$ cat config.mk
export PLATFORM = sky130hd
export DESIGN_NAME = xmc_top
export DESIGN_NICKNAME = d
export VERILOG_FILES = /design/src/xmc_pkg.sv /design/src/xmc_dec_if.sv /design/src/xmc_top.sv /design/src/xmc_sync3.sv /design/src/xmc_sector_dec.sv
export SDC_FILE = /design/constraint.sdc
export NUM_CORES = 1
export LEC_CHECK = 0
export BUFFER_PORTS_ARGS = -buffer_cell sky130_fd_sc_hd__buf_2
export CORE_ASPECT_RATIO = 0.8
export CORE_MARGIN = 2
export CORE_UTILIZATION = 50
export CTS_CLUSTER_DIAMETER = 60
export DETAILED_ROUTE_END_ITERATION = 10
export GPL_ROUTABILITY_DRIVEN = 0
export PLACE_DENSITY = 0.74
export SLEW_MARGIN = 20
export SYNTH_ARGS = -nofsm -noshare
export SYNTH_HDL_FRONTEND = slang
export SYNTH_HIERARCHICAL = 1
export SYNTH_SLANG_ARGS = --single-unit
$ cat constraint.sdc
create_clock -name core_clk -period 3.25 [get_ports core_clk]
set_clock_uncertainty 0.2 [all_clocks]
set_input_delay 0.65 -clock core_clk [delete_from_list [all_inputs] [get_ports core_clk]]
set_output_delay 0.65 -clock core_clk [all_outputs]
set_load 0.005 [all_outputs]
$ cat src/xmc_pkg.sv
// constants and types for the external memory bus controller
// assumes a single core clock domain and an axi4-lite register port
package xmc_pkg;

	// ==========================================================
	// register map (byte addresses on the register port)
	localparam logic [7:0] XMC_OFF_SECT_WAIT = 8'h00;
	localparam logic [7:0] XMC_OFF_KEEP_MASK = 8'h04;
	localparam logic [7:0] XMC_OFF_STATUS    = 8'h08;
	localparam logic [7:0] XMC_RST_SECT_WAIT = 8'h00;
	localparam logic [7:0] XMC_RST_KEEP_MASK = 8'h00;

	// ==========================================================
	// field positions
	localparam int XMC_EN_BIT      = 7;
	localparam int XMC_LIM_LSB     = 4;
	localparam int XMC_UPW_LSB     = 2;
	localparam int XMC_LOW_LSB     = 0;
	localparam int XMC_KEEP_BIT    = 7;
	localparam int XMC_MASK_LSB    = 0;
	localparam logic [7:0] XMC_KEEP_RD_MASK = 8'h87; // reserved bits read zero

	// ==========================================================
	// address space
	localparam logic [15:0] XMC_INT_TOP_LARGE = 16'h2100;
	localparam logic [15:0] XMC_INT_TOP_SMALL = 16'h1100;
	localparam int          XMC_SECT_LSB      = 13; // sector starts on 8 KB steps
	localparam logic [2:0]  XMC_LIM_FIRST     = 3'h2;
	localparam logic [2:0]  XMC_MASK_ALL      = 3'h7;
	localparam logic [7:0]  XMC_HA_FULL       = 8'hFF;
	localparam logic [7:0]  XMC_HA_NONE       = 8'h00;

	// ==========================================================
	// wait-state codes and timing counts
	localparam logic [1:0] XMC_WS_NONE = 2'h0;
	localparam logic [1:0] XMC_WS_ONE  = 2'h1;
	localparam logic [1:0] XMC_WS_TWO  = 2'h2;
	localparam logic [1:0] XMC_WS_HOLD = 2'h3;
	localparam logic [1:0] XMC_SYNC_LAG = 2'h3; // three flops plus the agreement stage must settle

	localparam logic [1:0] XMC_RESP_OKAY   = 2'h0;
	localparam logic [1:0] XMC_RESP_DECERR = 2'h3;

	typedef enum {
		XMC_ST_IDLE,
		XMC_ST_ADDR,
		XMC_ST_LATCH,
		XMC_ST_STROBE,
		XMC_ST_SYNC,
		XMC_ST_HOLD,
		XMC_ST_DONE
	} xmc_state_t;

endpackage

$ cat src/xmc_dec_if.sv
// carrier between the bus sequencer and the sector decoder
// assumes both ends sit in the core clock domain
`timescale 1ns/1ps
`default_nettype none
interface xmc_dec_if;
	logic [15:0] addr;
	logic [2:0]  sector_limit_sel;
	logic [1:0]  upper_wait;
	logic [1:0]  lower_wait;
	logic [1:0]  wait_code;
	logic        in_upper;

	modport dec (input addr, input sector_limit_sel, input upper_wait, input lower_wait,
		output wait_code, output in_upper);
	modport ctl (output addr, output sector_limit_sel, output upper_wait, output lower_wait,
		input wait_code, input in_upper);
endinterface
`default_nettype wire

$ cat src/xmc_top.sv
// external memory bus controller: registers, bus sequencer, pin takeover
// assumes a cpu-side request port held until acknowledged and one clock
// Summary of operation
// - enable bit hands pins to the bus
// - clear enable returns pins to port control
// - limit code zero: one upper sector
// - limit codes set upper sector start address
// - upper wait field governs upper sector
// - lower wait field governs lower sector
// - wait codes stretch strobe zero, one, two
// - code three adds one address hold-off
// - keeper holds last driven low byte
// - keeper works regardless of bus enable
// - reserved keeper bits read as zero
// - mask zero uses all high pins
// - mask releases high pins from top down
// - internal addresses give no strobes
// - device decides internal or external itself
// - internal access shows no read/write strobe
// - low address valid at latch fall
//
// Local design decisions: the AXI4-Lite register port and the register addresses.
`timescale 1ns/1ps
`default_nettype none
module xmc_top
	import xmc_pkg::*;
#(
	parameter bit SMALL_VARIANT = 1'b0
) (
	input  wire logic        core_clk,
	input  wire logic        nrst,
	input  wire logic [7:0]  s_axi_awaddr,
	input  wire logic        s_axi_awvalid,
	output logic             s_axi_awready,
	input  wire logic [31:0] s_axi_wdata,
	input  wire logic [3:0]  s_axi_wstrb,
	input  wire logic        s_axi_wvalid,
	output logic             s_axi_wready,
	output logic [1:0]       s_axi_bresp,
	output logic             s_axi_bvalid,
	input  wire logic        s_axi_bready,
	input  wire logic [7:0]  s_axi_araddr,
	input  wire logic        s_axi_arvalid,
	output logic             s_axi_arready,
	output logic [31:0]      s_axi_rdata,
	output logic [1:0]       s_axi_rresp,
	output logic             s_axi_rvalid,
	input  wire logic        s_axi_rready,
	input  wire logic        cpu_req,
	input  wire logic        cpu_we,
	input  wire logic [15:0] cpu_addr,
	input  wire logic [7:0]  cpu_wdata,
	output logic             cpu_ack,
	output logic [7:0]       cpu_rdata,
	output logic             cpu_ext,
	input  wire logic [7:0]  ad_port_val,
	input  wire logic [7:0]  ad_port_dir,
	input  wire logic [7:0]  ha_port_val,
	input  wire logic [7:0]  ha_port_dir,
	input  wire logic [2:0]  ctl_port_val,
	input  wire logic [2:0]  ctl_port_dir,
	input  wire logic [7:0]  muxed_addr_data_in,
	output logic [7:0]       muxed_addr_data_out,
	output logic             muxed_addr_data_oe_n,
	output logic [7:0]       high_addr_bus_out,
	output logic [7:0]       high_addr_bus_oe_n,
	output logic             ale_out,
	output logic             ale_oe_n,
	output logic             rd_n_out,
	output logic             rd_oe_n,
	output logic             wr_n_out,
	output logic             wr_oe_n,
	output logic             keeper_en,
	output logic [7:0]       keeper_val
);
	// ==========================================================
	// configuration registers
	logic [7:0] ext_mem_sector_wait_ctrl_r;
	logic [7:0] ext_mem_keeper_mask_ctrl_r;
	logic       ext_mem_enable;
	logic       bus_keeper_enable;
	logic [2:0] high_addr_mask;

	assign ext_mem_enable    = ext_mem_sector_wait_ctrl_r[XMC_EN_BIT];
	assign bus_keeper_enable = ext_mem_keeper_mask_ctrl_r[XMC_KEEP_BIT];
	assign high_addr_mask    = ext_mem_keeper_mask_ctrl_r[XMC_MASK_LSB +: 3];

	// ==========================================================
	// register port: write path
	logic       aw_got_r;
	logic       w_got_r;
	logic [7:0] aw_addr_r;
	logic [7:0] w_data_r;
	logic       w_lane0_r;
	logic       wr_fire;
	logic       wr_hit_a;
	logic       wr_hit_b;

	assign s_axi_awready = !aw_got_r && !s_axi_bvalid;
	assign s_axi_wready  = !w_got_r && !s_axi_bvalid;
	assign wr_fire  = aw_got_r && w_got_r && !s_axi_bvalid;
	assign wr_hit_a = ({aw_addr_r[7:2], 2'b00} == XMC_OFF_SECT_WAIT);
	assign wr_hit_b = ({aw_addr_r[7:2], 2'b00} == XMC_OFF_KEEP_MASK);

	// address and data may arrive in either order
	always_ff @(posedge core_clk or negedge nrst)
	begin
		if (!nrst)
		begin
			aw_got_r  <= 1'b0;
			w_got_r   <= 1'b0;
			aw_addr_r <= 8'h00;
			w_data_r  <= 8'h00;
			w_lane0_r <= 1'b0;
		end
		else
		begin
			if (s_axi_awvalid && s_axi_awready)
			begin
				aw_got_r  <= 1'b1;
				aw_addr_r <= s_axi_awaddr;
			end
			else if (wr_fire)
				aw_got_r <= 1'b0;
			if (s_axi_wvalid && s_axi_wready)
			begin
				w_got_r   <= 1'b1;
				w_data_r  <= s_axi_wdata[7:0];
				w_lane0_r <= s_axi_wstrb[0];
			end
			else if (wr_fire)
				w_got_r <= 1'b0;
		end
	end

	// write response; unmapped addresses answer with a decode error
	always_ff @(posedge core_clk or negedge nrst)
	begin
		if (!nrst)
		begin
			s_axi_bvalid <= 1'b0;
			s_axi_bresp  <= XMC_RESP_OKAY;
		end
		else if (wr_fire)
		begin
			s_axi_bvalid <= 1'b1;
			s_axi_bresp  <= (wr_hit_a || wr_hit_b) ? XMC_RESP_OKAY : XMC_RESP_DECERR;
		end
		else if (s_axi_bready)
			s_axi_bvalid <= 1'b0;
	end

	// register update; only byte lane 0 carries the 8-bit fields
	always_ff @(posedge core_clk or negedge nrst)
	begin
		if (!nrst)
		begin
			ext_mem_sector_wait_ctrl_r <= XMC_RST_SECT_WAIT;
			ext_mem_keeper_mask_ctrl_r <= XMC_RST_KEEP_MASK;
		end
		else if (wr_fire && w_lane0_r)
		begin
			if (wr_hit_a)
				ext_mem_sector_wait_ctrl_r <= w_data_r;
			if (wr_hit_b)
				ext_mem_keeper_mask_ctrl_r <= w_data_r & XMC_KEEP_RD_MASK;
		end
	end

	// ==========================================================
	// register port: read path
	xmc_state_t state_r;
	xmc_state_t state_nxt;
	logic       acc_ext_r;
	logic [1:0] wait_r;
	logic       rd_sel_b_r;
	logic [7:0] ar_word;

	assign s_axi_arready = !s_axi_rvalid;
	assign ar_word = {s_axi_araddr[7:2], 2'b00};

	// status shows whether the sequencer is busy, the last external flag and the last wait code
	always_ff @(posedge core_clk or negedge nrst)
	begin
		if (!nrst)
		begin
			s_axi_rvalid <= 1'b0;
			s_axi_rdata  <= 32'h0000_0000;
			s_axi_rresp  <= XMC_RESP_OKAY;
			rd_sel_b_r   <= 1'b0;
		end
		else if (s_axi_arvalid && s_axi_arready)
		begin
			s_axi_rvalid <= 1'b1;
			s_axi_rresp  <= XMC_RESP_OKAY;
			rd_sel_b_r   <= (ar_word == XMC_OFF_KEEP_MASK);
			if (ar_word == XMC_OFF_SECT_WAIT)
				s_axi_rdata <= {24'h00_0000, ext_mem_sector_wait_ctrl_r};
			else if (ar_word == XMC_OFF_KEEP_MASK)
				s_axi_rdata <= {24'h00_0000, ext_mem_keeper_mask_ctrl_r & XMC_KEEP_RD_MASK};
			else if (ar_word == XMC_OFF_STATUS)
				s_axi_rdata <= {28'h000_0000, (state_r != XMC_ST_IDLE), acc_ext_r, wait_r};
			else
			begin
				s_axi_rdata <= 32'h0000_0000;
				s_axi_rresp <= XMC_RESP_DECERR;
			end
		end
		else if (s_axi_rready)
			s_axi_rvalid <= 1'b0;
	end

	// ==========================================================
	// sector decode of the requested address
	xmc_dec_if dec_bus ();

	assign dec_bus.addr             = cpu_addr;
	assign dec_bus.sector_limit_sel = ext_mem_sector_wait_ctrl_r[XMC_LIM_LSB +: 3];
	assign dec_bus.upper_wait       = ext_mem_sector_wait_ctrl_r[XMC_UPW_LSB +: 2];
	assign dec_bus.lower_wait       = ext_mem_sector_wait_ctrl_r[XMC_LOW_LSB +: 2];

	xmc_sector_dec u_dec (
		.d (dec_bus.dec)
	);

	logic [7:0] ad_sync;

	xmc_sync3 #(.W(8)) u_ad_sync (
		.core_clk (core_clk),
		.nrst     (nrst),
		.din      (muxed_addr_data_in),
		.dout     (ad_sync)
	);

	// ==========================================================
	// bus sequencer
	logic [15:0] acc_addr_r;
	logic [15:0] acc_addr_nxt;
	logic        acc_we_r;
	logic [7:0]  acc_wdata_r;
	logic [1:0]  cnt_r;
	logic [1:0]  extra_cycles;
	logic        addr_is_ext;

	assign addr_is_ext  = cpu_addr >= (SMALL_VARIANT ? XMC_INT_TOP_SMALL : XMC_INT_TOP_LARGE);
	assign extra_cycles = (wait_r == XMC_WS_NONE) ? XMC_WS_NONE :
		(wait_r == XMC_WS_ONE) ? XMC_WS_ONE : XMC_WS_TWO;
	assign acc_addr_nxt = (state_r == XMC_ST_IDLE && cpu_req) ? cpu_addr : acc_addr_r;

	// next state; external strobes only follow an external address
	always_comb
	begin
		state_nxt = state_r;
		case (state_r)
			XMC_ST_IDLE:
				if (cpu_req)
					state_nxt = ext_mem_enable ? XMC_ST_ADDR : XMC_ST_DONE;
			XMC_ST_ADDR:
				state_nxt = XMC_ST_LATCH;
			XMC_ST_LATCH:
				state_nxt = acc_ext_r ? XMC_ST_STROBE : XMC_ST_DONE;
			XMC_ST_STROBE:
				if (cnt_r == 2'h0)
				begin
					if (!acc_we_r)
						state_nxt = XMC_ST_SYNC;
					else
						state_nxt = (wait_r == XMC_WS_HOLD) ? XMC_ST_HOLD : XMC_ST_DONE;
				end
			XMC_ST_SYNC:
				if (cnt_r == 2'h0)
					state_nxt = (wait_r == XMC_WS_HOLD) ? XMC_ST_HOLD : XMC_ST_DONE;
			XMC_ST_HOLD:
				state_nxt = XMC_ST_DONE;
			XMC_ST_DONE:
				state_nxt = XMC_ST_IDLE;
			default:
				state_nxt = XMC_ST_IDLE;
		endcase
	end

	always_ff @(posedge core_clk or negedge nrst)
	begin
		if (!nrst)
			state_r <= XMC_ST_IDLE;
		else
			state_r <= state_nxt;
	end

	// capture of the request; the sector is judged before the access starts
	always_ff @(posedge core_clk or negedge nrst)
	begin
		if (!nrst)
		begin
			acc_addr_r  <= 16'h0000;
			acc_we_r    <= 1'b0;
			acc_wdata_r <= 8'h00;
			acc_ext_r   <= 1'b0;
			wait_r      <= XMC_WS_NONE;
		end
		else if (state_r == XMC_ST_IDLE && cpu_req)
		begin
			acc_addr_r  <= acc_addr_nxt;
			acc_we_r    <= cpu_we;
			acc_wdata_r <= cpu_wdata;
			acc_ext_r   <= addr_is_ext && ext_mem_enable;
			wait_r      <= dec_bus.wait_code;
		end
	end

	// strobe stretch and synchroniser lag counter
	always_ff @(posedge core_clk or negedge nrst)
	begin
		if (!nrst)
			cnt_r <= 2'h0;
		else if (state_r == XMC_ST_LATCH)
			cnt_r <= extra_cycles;
		else if (state_r == XMC_ST_STROBE && cnt_r == 2'h0)
			cnt_r <= XMC_SYNC_LAG;
		else if (cnt_r != 2'h0)
			cnt_r <= cnt_r - 2'h1;
	end

	// answer to the cpu; read data are taken as the synchroniser lag count runs out in the sync state
	always_ff @(posedge core_clk or negedge nrst)
	begin
		if (!nrst)
		begin
			cpu_ack   <= 1'b0;
			cpu_rdata <= 8'h00;
			cpu_ext   <= 1'b0;
		end
		else
		begin
			cpu_ack <= (state_nxt == XMC_ST_DONE);
			// a disabled access reaches done in the same cycle as its capture, so a stale external flag must not leak
			cpu_ext <= (state_nxt == XMC_ST_DONE) ? (acc_ext_r && state_r != XMC_ST_IDLE) :
				cpu_ext;
			if (state_r == XMC_ST_SYNC && cnt_r == 2'h0)
				cpu_rdata <= ad_sync;
			else if (state_r == XMC_ST_IDLE && cpu_req)
				cpu_rdata <= 8'h00;
		end
	end

	// ==========================================================
	// pin takeover, registered from the next state so pins line up with state_r
	logic [7:0] ha_sel;
	logic       nxt_addr_ph;
	logic       nxt_strobe;

	assign ha_sel = (high_addr_mask == XMC_MASK_ALL) ? XMC_HA_NONE :
		(XMC_HA_FULL >> high_addr_mask);
	assign nxt_addr_ph = (state_nxt == XMC_ST_ADDR) || (state_nxt == XMC_ST_LATCH);
	assign nxt_strobe  = (state_nxt == XMC_ST_STROBE) || (state_nxt == XMC_ST_SYNC);

	always_ff @(posedge core_clk or negedge nrst)
	begin
		if (!nrst)
		begin
			muxed_addr_data_out  <= 8'h00;
			muxed_addr_data_oe_n <= 1'b1;
			high_addr_bus_out    <= 8'h00;
			high_addr_bus_oe_n   <= 8'hFF;
			ale_out              <= 1'b0;
			ale_oe_n             <= 1'b1;
			rd_n_out             <= 1'b1;
			rd_oe_n              <= 1'b1;
			wr_n_out             <= 1'b1;
			wr_oe_n              <= 1'b1;
		end
		else if (ext_mem_enable)
		begin
			// address phase drives the low byte, writes then drive data
			if (nxt_addr_ph)
				muxed_addr_data_out <= acc_addr_nxt[7:0];
			else
				muxed_addr_data_out <= acc_wdata_r;
			muxed_addr_data_oe_n <= !(nxt_addr_ph || (acc_we_r && acc_ext_r &&
				(state_nxt == XMC_ST_STROBE || state_nxt == XMC_ST_HOLD)));
			high_addr_bus_out <= (acc_addr_nxt[15:8] & ha_sel) | (ha_port_val & ~ha_sel);
			high_addr_bus_oe_n <= ~(ha_sel | ha_port_dir);
			ale_out  <= (state_nxt == XMC_ST_ADDR);
			ale_oe_n <= 1'b0;
			rd_n_out <= !(nxt_strobe && !acc_we_r && acc_ext_r);
			rd_oe_n  <= 1'b0;
			wr_n_out <= !((state_nxt == XMC_ST_STROBE) && acc_we_r && acc_ext_r);
			wr_oe_n  <= 1'b0;
		end
		else
		begin
			// ordinary port value and direction control
			muxed_addr_data_out  <= ad_port_val;
			muxed_addr_data_oe_n <= !(&ad_port_dir);
			high_addr_bus_out    <= ha_port_val;
			high_addr_bus_oe_n   <= ~ha_port_dir;
			ale_out              <= ctl_port_val[0];
			ale_oe_n             <= !ctl_port_dir[0];
			rd_n_out             <= ctl_port_val[1];
			rd_oe_n              <= !ctl_port_dir[1];
			wr_n_out             <= ctl_port_val[2];
			wr_oe_n              <= !ctl_port_dir[2];
		end
	end

	// ==========================================================
	// bus keeper; not gated by the enable bit so it also guards a released bus
	assign keeper_en = bus_keeper_enable;

	always_ff @(posedge core_clk or negedge nrst)
	begin
		if (!nrst)
			keeper_val <= 8'h00;
		else if (!muxed_addr_data_oe_n)
			keeper_val <= muxed_addr_data_out;
	end
endmodule
`default_nettype wire

$ cat src/xmc_sync3.sv
// three-flop input synchroniser with agreement filter
// assumes the input is asynchronous to core_clk
`timescale 1ns/1ps
`default_nettype none
module xmc_sync3 #(
	parameter int W = 8
) (
	input  wire logic         core_clk,
	input  wire logic         nrst,
	input  wire logic [W-1:0] din,
	output var  logic [W-1:0] dout
);
	logic [W-1:0] s1_r;
	logic [W-1:0] s2_r;
	logic [W-1:0] s3_r;

	// ==========================================================
	// chain; first stage feeds only the second
	always_ff @(posedge core_clk or negedge nrst)
	begin
		if (!nrst)
		begin
			s1_r <= '0;
			s2_r <= '0;
			s3_r <= '0;
		end
		else
		begin
			s1_r <= din;
			s2_r <= s1_r;
			s3_r <= s2_r;
		end
	end

	// a new value counts only once two later stages agree
	always_ff @(posedge core_clk or negedge nrst)
	begin
		if (!nrst)
			dout <= '0;
		else if (s2_r == s3_r)
			dout <= s3_r;
	end
endmodule
`default_nettype wire

$ cat src/xmc_sector_dec.sv
// sector decoder: picks the wait-state code for an access address
// assumes the address is stable in the cycle it is sampled
`timescale 1ns/1ps
`default_nettype none
module xmc_sector_dec
	import xmc_pkg::*;
(
	xmc_dec_if.dec d
);
	// ==========================================================
	// codes below the first limit give one upper sector only
	always_comb
	begin
		if (d.sector_limit_sel < XMC_LIM_FIRST)
			d.in_upper = 1'b1;
		else
			d.in_upper = (d.addr[15:XMC_SECT_LSB] >= d.sector_limit_sel);
		d.wait_code = d.in_upper ? d.upper_wait : d.lower_wait;
	end
endmodule
`default_nettype wire

==> run metrics, run 1 <==
grt total ovfl=0; Diodes inserted=0; die area=15200 um2; IO buf count=between 150 and 200; pre-CTS setup slack=roughly 0.5 ns; RR Startpoint=cnt_r[0]; worst-case vdd ir drop=around 0.42 mV; TritonCTS clock tree=yes; dominant synthesized flop cell=dfrtp_1; vias in the first global route=about 4.8k; Setup Crit Path Kind=flop to flop; Reg2Reg Depth=8; Die H=111 um; Synth Warn #=6; Num Clock Sinks=approximately 180; share of cells above drive strength 1=~40%; fmax=between 300 and 400 MHz; cts bufs inserted=17; fin crit share=roughly nine tenths; most frequent cells in the layout=170 x dfrtp_1, 165 x buf_2, 61 x mux2_2, 53 x conb_1, 43 x nand2_1; count of nets after finishing=~870; Final Hold Vio Count=0; Slew @ Worst Pin=about 0.73 ns; Max Transition Viols Final=0; crit-path max FO=9; Final min period=about 2.9 ns; remaining antenna violation count=0; Starting Density=between 50% and 60%; clk slew on worst S/H paths=~0.06 ns; leading cell type in the layout, fill and taps excluded=dfrtp_1; unrepaired setup endpoints after global routing=false; Top Ports=222; max cap viols=0; area occupied by registers=4620 um2; detailed-placement wirelength estimate=10900 um; hold_ws=approximately 0.026 ns; area occupied by multi-input gates=roughly 2300 um2; crit path capture type=flop; post_cts resized=0; fin worst setup slack=0.373 ns; post-synthesis sequential area ratio=between 60 and 70%; PwrDens=around 710 nW/um2; Worst R2R Setup Slack=0.37 ns; WP data arrival=around 3 ns; DR WL/cell=16.3 um; H-tree Lvls=4; First-pass DRT Iterations=4; row cnt=38; status=complete, no violations; Post-synth EDFFs=0; Final TNS setup=0 ns; post-synthesis register bit count=between 150 and 200; Netlist cell types=between 50 and 60; Clock Path Buffers=2; largest net degree at the start of global routing=76; DIE WIDTH=between 100 and 150 um; via count of the routed design=4674; Clock Tree Root=clkbuf_16; Hold Path Class=input port to async pin; cts hold-fix bufs=0; gr usage total=20.8%; GR Util met2=between 30% and 40%; core area=around 14000 um2; Clock Latency Late Sink=0.42 ns; initial antenna violation count=0; CP required=about 3.3 ns; GRT Max-Usage Layer=met2; First DRT Iteration DRCs=just under 300; Leak=roughly 4.4 nW; DRC Markers=0; Total Routed Length=about 15000 um; Reg-to-Reg End=muxed_addr_data_out[0]; Slew HR=51.1%; Syn Inst Count=between 500 and 600; Fill cells=between 1k and 1.5k; GR met1 Demand/Resource=between 20% and 30%; final setup vio count=0; Layout area overhead=23.8%; number of setup buffers added after CTS=0; met3 Use GR=under 10%; CP Launch Type=flop; Syn Std Cell Area=around 7100 um2; syn avg cell area=approximately 13 um2; async set-reset flop share out of synthesis=100%; first-pass GRT wire length=approximately 24000 um; Vias/cell=about 5.0
[cells in the mapped netlist (2+ instances only)]
library cell | n | area, um2
dfrtp_1 | 170 | 4250
mux2_2 | 61 | 687
nand2_1 | 43 | 161
inv_1 | 27 | 101
buf_4 | 26 | 195
nor2_1 | 25 | 93.8
o21ai_0 | 25 | 125
dfstp_2 | 14 | 368
mux2i_1 | 13 | 130
nor4_1 | 13 | 81.3
a22o_1 | 11 | 96.3
clkbuf_1 | 10 | 37.5
xor2_1 | 9 | 78.8
nor2b_1 | 8 | 50.1
o221ai_2 | 8 | 120
a21oi_1 | 5 | 25.0
a31oi_1 | 5 | 31.3
nand2b_1 | 5 | 31.3
buf_2 | 4 | 20.0
ha_1 | 4 | 50.1
nand4_1 | 3 | 18.8
nor3_1 | 3 | 15.0
o21a_1 | 3 | 22.5
or4_1 | 3 | 22.5
a22oi_1 | 2 | 15.0
a311oi_2 | 2 | 30.0
mux2_4 | 2 | 30.0
nand3_1 | 2 | 10.0
[flip-flops by register name (all words and copies together) (netlist names), 2 cells and up]
name and count:
acc_addr_r 16, acc_wdata_r 8, aw_addr_r 6, cnt_r 2, cpu_rdata 8, ext_mem_keeper_mask_ctrl_r 4, ext_mem_sector_wait_ctrl_r 8, high_addr_bus_oe_n 8
high_addr_bus_out 8, keeper_val 8, muxed_addr_data_out 8, s_axi_rdata 8, state_r 32, u_ad_sync/dout 8, u_ad_sync/s1_r 8, u_ad_sync/s2_r 8
u_ad_sync/s3_r 8, w_data_r 8, wait_r 2
[cell type report]
| type | instances | share of cell area, % |
|---|---|---|
| clock inverter | 13 | 1.74 |
| timing repair buffer | 176 | 10.7 |
| clock buffer | 19 | 5.03 |
| sequential | 184 | 52.5 |
| tap | 180 | 2.56 |
| inverter | 27 | 1.15 |
| multi-input combinational | 328 | 26.3 |
[worst max-delay path, cell delays in order (launching register included)]
cell      delay (ns)
dfrtp_1         0.36
inv_1           0.10
ha_1            0.32
nand2_1         0.10
nor4_1          0.40
a311oi_2        0.26
xor2_1          0.23
o31ai_4         0.60
o221ai_2        0.17
[metrics by stage]
stage,instance area (um2),util (%),total power [mW],instances
after floorplan,7300,-,3.66,581
after global placement,8200,59.7,4.13,895
after detailed placement,8200,59.7,4.19,895
after CTS,8800,64.0,6.27,927
after global routing,8800,64.0,6.56,927
final,8800,64.0,6.21,927
[cell families after synthesis]
logic type      Yosys count  synth area share [%]
flops                   184                  65.1
mux                      76                  11.9
simple gates            114                  7.94
other cells               1                0.0528
fa+ha+maj                 4                 0.705
buf+inv                  69                  5.20
compound gates           72                  8.01
xor+xnor                  9                  1.11
[routing by layer]
layer / share of wire [%] / vias up
met2: 48 / 180
met3: 7.9 / 17
met1: 42 / 2307
li1: - / 2170
met5: 0 / -
met4: 1.3 / 0
[how the worst max path moves through the flow]
stage              from                endpoint  slack, ns
4_1_cts        cnt_r[0]  muxed_addr_data_out[0]       0.49
6_report       cnt_r[0]  muxed_addr_data_out[0]       0.37
3_5_place_dp   cnt_r[0]  muxed_addr_data_out[0]       0.50
3_3_place_gp   cnt_r[0]  muxed_addr_data_out[5]       0.64
5_1_grt        cnt_r[0]  muxed_addr_data_out[0]       0.27
2_1_floorplan  cnt_r[0]  muxed_addr_data_out[0]       0.85
[where the power goes]
part           switching, mW  total (mW)  internal [mW]
combinational          0.537        1.14          0.604
sequential             0.276        3.00           2.73
clock                  0.843        2.07           1.23
Power figures use the tool's default switching activity.
==> run 2: changes to the inputs <==
--- a/config.mk
+++ b/config.mk
@@ -13,6 +13,7 @@
 export DETAILED_ROUTE_END_ITERATION = 10
 export GPL_ROUTABILITY_DRIVEN = 0
 export PLACE_DENSITY = 0.74
+export SETUP_SLACK_MARGIN = 0.4
 export SLEW_MARGIN = 20
 export SYNTH_ARGS = -nofsm -noshare
 export SYNTH_HDL_FRONTEND = slang
==> run metrics, run 2 (synthesis gave the netlist of run 1 again) <==
hold_ws=around 0.03 ns; Clock Tree Root=clkbuf_16; core area=roughly 14000 um2; vias in the first global route=about 4.8k; largest net degree at the start of global routing=76; final setup vio count=0; First DRT Iteration DRCs=about 240; Diodes inserted=0; worst-case vdd ir drop=about 0.42 mV; TritonCTS clock tree=yes; Starting Density=just over 50%; leading cell type in the layout, fill and taps excluded=dfrtp_1; WP data arrival=~2.9 ns; Die H=111 um; clk slew on worst S/H paths=about 0.06 ns; gr usage total=20.8%; CP required=~3.4 ns; crit path capture type=flop; Clock Path Buffers=2; status=complete, no violations; fin crit share=83.3%; Max Transition Viols Final=0; cts hold-fix bufs=0; fin area=8820 um2; chain of cells forming the critical path=inv_1, ha_1, a311oi_2, a311oi_2, xor2_1, or4_4, o221ai_2; count of nets after finishing=between 800 and 900; PwrDens=between 700 and 800 nW/um2; Final TNS setup=0 ns; Worst R2R Setup Slack=~0.54 ns; most frequent cells in the layout=170 x dfrtp_1, 165 x buf_2, 61 x mux2_2, 53 x conb_1, 43 x nand2_1; slowest CP cell=or4_4; Layout area overhead=24.1%; Setup Crit Path Kind=flop to flop; unrepaired setup endpoints after global routing=false; placed cell area=about 8200 um2; most used cell along the critical path=a311oi_2; share of cells above drive strength 1=about two fifths; Final Hold Vio Count=0; Total Routed Length=around 15000 um; detailed-placement wirelength estimate=10900 um; IO buf count=166; Reg-to-Reg End=muxed_addr_data_out[0]; Crit. Startpoint=cnt_r[0]; Non-Filler Instances=slightly above 900; Reg2Reg Depth=7; DRC Markers=0; CP Launch Type=flop; cts bufs inserted=17; Leak=4.41 nW; initial antenna violation count=0; H-tree Lvls=4; Vias/cell=slightly above 5; crit-path max FO=8; Power Total=slightly above 6 mW; Clock Latency Late Sink=0.43 ns; Slew @ Worst Pin=0.727 ns; Hold Path Class=input port to async pin; Bufs and invs on worst path=1; via count of the routed design=4674; die area=15200 um2; Top Ports=about 220; worst stage delay on the critical path=between 0.5 and 0.6 ns; row cnt=38; Slew HR=51.3%; First-pass DRT Iterations=4; DR WL/cell=between 15 and 20 um; grt total ovfl=0; Largest register FFs=32; first-pass GRT wire length=around 24000 um; Final min period=around 2.7 ns; Regs by FF count=state_r (32), acc_addr_r (16); Num Clock Sinks=~180; DIE WIDTH=about 140 um; critical path's top delay family=compound AO/OA/AOI/OAI gates; Placed Cells incl. Taps=about 900; Largest Register=state_r; remaining antenna violation count=0; fmax=roughly 370 MHz; RR Startpoint=cnt_r[0]; max cap viols=0
## run 2: cell count changes in the layout (fill, tap and decap cells not counted)
cell	change
nor4_1	-1
nor4_2	+1
buf_4	+2
## run 2: what timing repair did
action | CTS | global route
endpoints found under the setup margin | 0 | 9
buffers inserted | 0 | 2
gates resized for setup | 0 | 1
## run 2: metal layers
metal	routed length, um	vias to the layer above	GRT usage, %
li1	-	2174	-
met1	6480	2302	26.7
met2	7220	179	33.4
met3	1160	19	6.34
met4	241	0	7.56
met5	0	-	0
## run 2: final cells by class
type                    instances  area, um2
fillers                      1027       4920
flip-flops and latches        184       4620
multi-input cells             328       2320
repair buffers                178        952
clock buffers                  19        443
well taps                     180        225
clock inverters                13        153
inverters                      27        101
## run 2: through the flow
stage	setup slack (ns)	utilization, %
3_5_place_dp	0.500	59.7
2_1_floorplan	0.854	-
6_report	0.543	64.2
5_1_grt	0.454	64.2
4_1_cts	0.487	64.0
3_3_place_gp	0.640	59.7
## run 2: worst max path at each step
stage / endpoint / slack, ns / cells past startpoint
6_report: muxed_addr_data_out[0] / 0.54 / 7
3_5_place_dp: muxed_addr_data_out[0] / 0.50 / 8
2_1_floorplan: muxed_addr_data_out[0] / 0.85 / 9
3_3_place_gp: muxed_addr_data_out[5] / 0.64 / 8
4_1_cts: muxed_addr_data_out[0] / 0.49 / 8
5_1_grt: muxed_addr_data_out[0] / 0.45 / 7
## run 2: where the power goes
group / switching, mW / internal (mW)
Combinational: 0.543 / 0.618
Sequential: 0.276 / 2.73
Clock: 0.845 / 1.23
==> run 3: changes to the inputs <==
--- a/config.mk
+++ b/config.mk
@@ -5,6 +5,7 @@
 export SDC_FILE = /design/constraint.sdc
 export NUM_CORES = 1
 export LEC_CHECK = 0
+export ABC_AREA = 1
 export BUFFER_PORTS_ARGS = -buffer_cell sky130_fd_sc_hd__buf_2
 export CORE_ASPECT_RATIO = 0.8
 export CORE_MARGIN = 2
@@ -12,7 +13,7 @@
 export CTS_CLUSTER_DIAMETER = 60
 export DETAILED_ROUTE_END_ITERATION = 10
 export GPL_ROUTABILITY_DRIVEN = 0
-export PLACE_DENSITY = 0.74
+export PLACE_DENSITY = 0.73
 export SETUP_SLACK_MARGIN = 0.4
 export SLEW_MARGIN = 20
 export SYNTH_ARGS = -nofsm -noshare
==> constraint.sdc (replaced) <==
create_clock -name core_clk -period 2.8 [get_ports core_clk]
set_clock_uncertainty 0.2 [all_clocks]
set_input_delay 0.56 -clock core_clk [delete_from_list [all_inputs] [get_ports core_clk]]
set_output_delay 0.56 -clock core_clk [all_outputs]
set_load 0.005 [all_outputs]
==> run metrics, run 3 <==
remaining antenna violation count=0; RR Startpoint=cnt_r[0]; PwrDens=approximately 750 nW/um2; post-synthesis sequential area ratio=59.9%; Post-Synth Simple-Gate Area=between 20% and 30%; Clock Tree Root=clkbuf_16; cell with the most instances after synthesis=nand2_1; DIE WIDTH=about 140 um; First DRT Iteration DRCs=between 300 and 400; WP data arrival=2.32 ns; Synth Area in Adders=0.648%; mux cell area share after synthesis=2.33%; register share of total power=just under 50%; most used cell along the critical path=inv_1; worst hold endpoint=wr_oe_n; async set-reset flop share out of synthesis=100%; Slew @ Worst Pin=about 0.65 ns; dominant synthesized flop cell=dfrtp_1; crit-path max FO=13; Placed Cells incl. Taps=about 1.2k; area occupied by multi-input gates=approximately 2700 um2; Top Ports=~220; Hold Path Class=input port to flop; fin crit share=approximately 77%; DR WL/cell=roughly 13 um; Final Hold Vio Count=0; worst hold stages=2; Clock Latency Late Sink=0.43 ns; Final TNS setup=0 ns; Post-synth EDFFs=0; clk slew on worst S/H paths=about 0.070 ns; row cnt=40; leading cell type in the layout, fill and taps excluded=nand2_1; grt total ovfl=0; Post-synth top cells=199 x nand2_1, 170 x dfrtp_1, 83 x nor2_1; DRC Markers=0; first-pass GRT wire length=roughly 26000 um; Hold Crit Start=ctl_port_dir[2]; net switching power=around 2.0 mW; Final min period=~2.2 ns; slowest CP cell=dfrtp_1; chain of cells forming the critical path=inv_1, ha_1, buf_4, inv_1, o21ai_0, inv_1, nand3_1, nand2_1, inv_1, nand2_1, nor2_1, nand3_1, nand2_1, nand3_1, nand2_1, inv_1; die area=between 15000 and 20000 um2; share of cells above drive strength 1=29.9%; Netlist cell types=43; core area=roughly 15000 um2; Largest Register=state_r; max cap viols=0; dominant cells by area after synthesis=dfrtp_1 55%, nand2_1 9.7%, dfstp_2 4.8%; XOR/XNOR share of the synthesized area=0.567%; Slew HR=56.1%; area occupied by registers=around 4600 um2; CP Launch Type=flop; gr usage total=between 20% and 30%; initial antenna violation count=0; hold_ws=about 0.032 ns; Setup Crit Path Kind=flop to flop; Layout Utilization=~63%; area share of the largest cell type after synthesis=55.1%; Die H=roughly 120 um; Sw Ratio=between 20 and 30%; Synth Warn #=6; fmax=463 MHz; post-synth top area cell=dfrtp_1; Regs by FF count=state_r (32), acc_addr_r (16); Starting Density=between 50% and 60%; Leak=4.92 nW; Reg-to-Reg End=rd_n_out; Max Transition Viols Final=0; unrepaired setup endpoints after global routing=false; count of nets after finishing=between 1k and 1.5k; Non-Filler Instances=between 1k and 1.5k; Clock Path Buffers=2; post-synthesis register bit count=between 150 and 200; Synth Area in Compound Gates=under 10%; cts bufs inserted=17; H-tree Lvls=4; IO buf count=approximately 170; Diodes inserted=0; CP required=about 3.0 ns; TritonCTS clock tree=yes; detailed-placement wirelength estimate=about 12000 um; Syn Inst Count=~790; worst-case vdd ir drop=between 0.5 and 0.6 mV; final setup vio count=0; Worst R2R Setup Slack=~0.64 ns; number of setup buffers added after CTS=0; clock share of power=approximately 33%; largest net degree at the start of global routing=61; Layout area overhead=22.1%; most frequent cells in the layout=199 x nand2_1, 170 x dfrtp_1, 165 x buf_2, 83 x nor2_1, 67 x inv_1; worst stage delay on the critical path=between 0.3 and 0.4 ns; Fill cells=between 1k and 1.5k; Power Total=between 7 and 8 mW; via count of the routed design=between 5k and 6k; status=complete, no violations; vias in the first global route=roughly 5.2k; main combinational cell family by area after synthesis=simple AND/OR/NAND/NOR gates; Total Routed Length=around 16000 um; Num Clock Sinks=184; Largest register FFs=32; Syn Std Cell Area=between 7000 and 8000 um2; Int Power=slightly above 5 mW; crit path capture type=flop; syn avg cell area=approximately 9.7 um2; Reg2Reg Depth=16; First-pass DRT Iterations=5; combinational group share of total power=between 10% and 20%; Vias/cell=roughly 4.7
## run 3: changes by cell type after synthesis, moves of 13 or more
cell,delta
nand2_1,+156
mux2i_1,-13
inv_1,+40
nor2_1,+58
nand2_2,+18
nand3_1,+47
a21oi_2,+16
mux2_2,-45
## run 3: power groups by stage
stage	logic (mW)	clock network, mW	registers (mW)
floorplan	0.797	0	3.42
global placement	1.29	0	3.45
detailed placement	1.33	0	3.46
CTS	1.34	2.37	3.41
global route	1.50	2.49	3.46
finish	1.32	2.31	3.41
## run 3: metrics by stage
step | worst slack [ns] | area, um2
finish | 0.641 | 9430
global placement | 0.526 | 8830
CTS | 0.475 | 9410
detailed placement | 0.499 | 8830
global route | 0.459 | 9430
floorplan | 0.973 | 7920
## run 3: critical path: cells and delay by family, from the launching register on
family	cells	cell delay, ns
compound gates	1	0.23
simple gates	8	0.59
flops	1	0.37
buf+inv	6	0.56
fa+ha+maj	1	0.14
## run 3: logic make-up after synthesis
family                   count (synthesis)
AND/OR/NAND/NOR                        386
flip-flops                             184
buffers and inverters                  115
AO/OA/AOI/OAI                           82
multiplexers                            16
XOR/XNOR                                 5
adder cells (fa/ha/maj)                  4
other                                    1
## run 3: worst max path at each step
stage	startpoint	to	slack [ns]	cells after the start
floorplan	s_axi_araddr[5]	s_axi_rdata[3]	0.97	5
detailed placement	state_r[1]	muxed_addr_data_out[2]	0.50	12
CTS	state_r[1]	muxed_addr_data_out[4]	0.47	12
global placement	state_r[1]	muxed_addr_data_out[0]	0.53	12
global route	cnt_r[0]	rd_n_out	0.46	16
finish	cnt_r[0]	rd_n_out	0.64	16
## run 3: area by class of cell
cell class	count	area share (%)
multi-input cells	546	29.0
repair buffers	175	9.89
clock inverters	12	1.35
flip-flops and latches	184	49.0
clock buffers	19	4.70
well taps	210	2.79
inverters	76	3.19
## run 3: routing by layer
| metal | part of all wire, % | global-route usage (%) | up-vias |
|---|---|---|---|
| met1 | 47 | 29.2 | 2662 |
| met5 | 0 | 0 | - |
| met3 | 5.7 | 4.96 | 17 |
| met4 | 1.1 | 5.81 | 0 |
| met2 | 46 | 30.2 | 174 |
| li1 | - | - | 2859 |
## run 3: timing repair
item | in CTS | in global routing
hold buffers | 1 | 0
gates resized for setup | 0 | 3
hold endpoints to repair | 57 | 0
setup endpoints to repair | 0 | 10
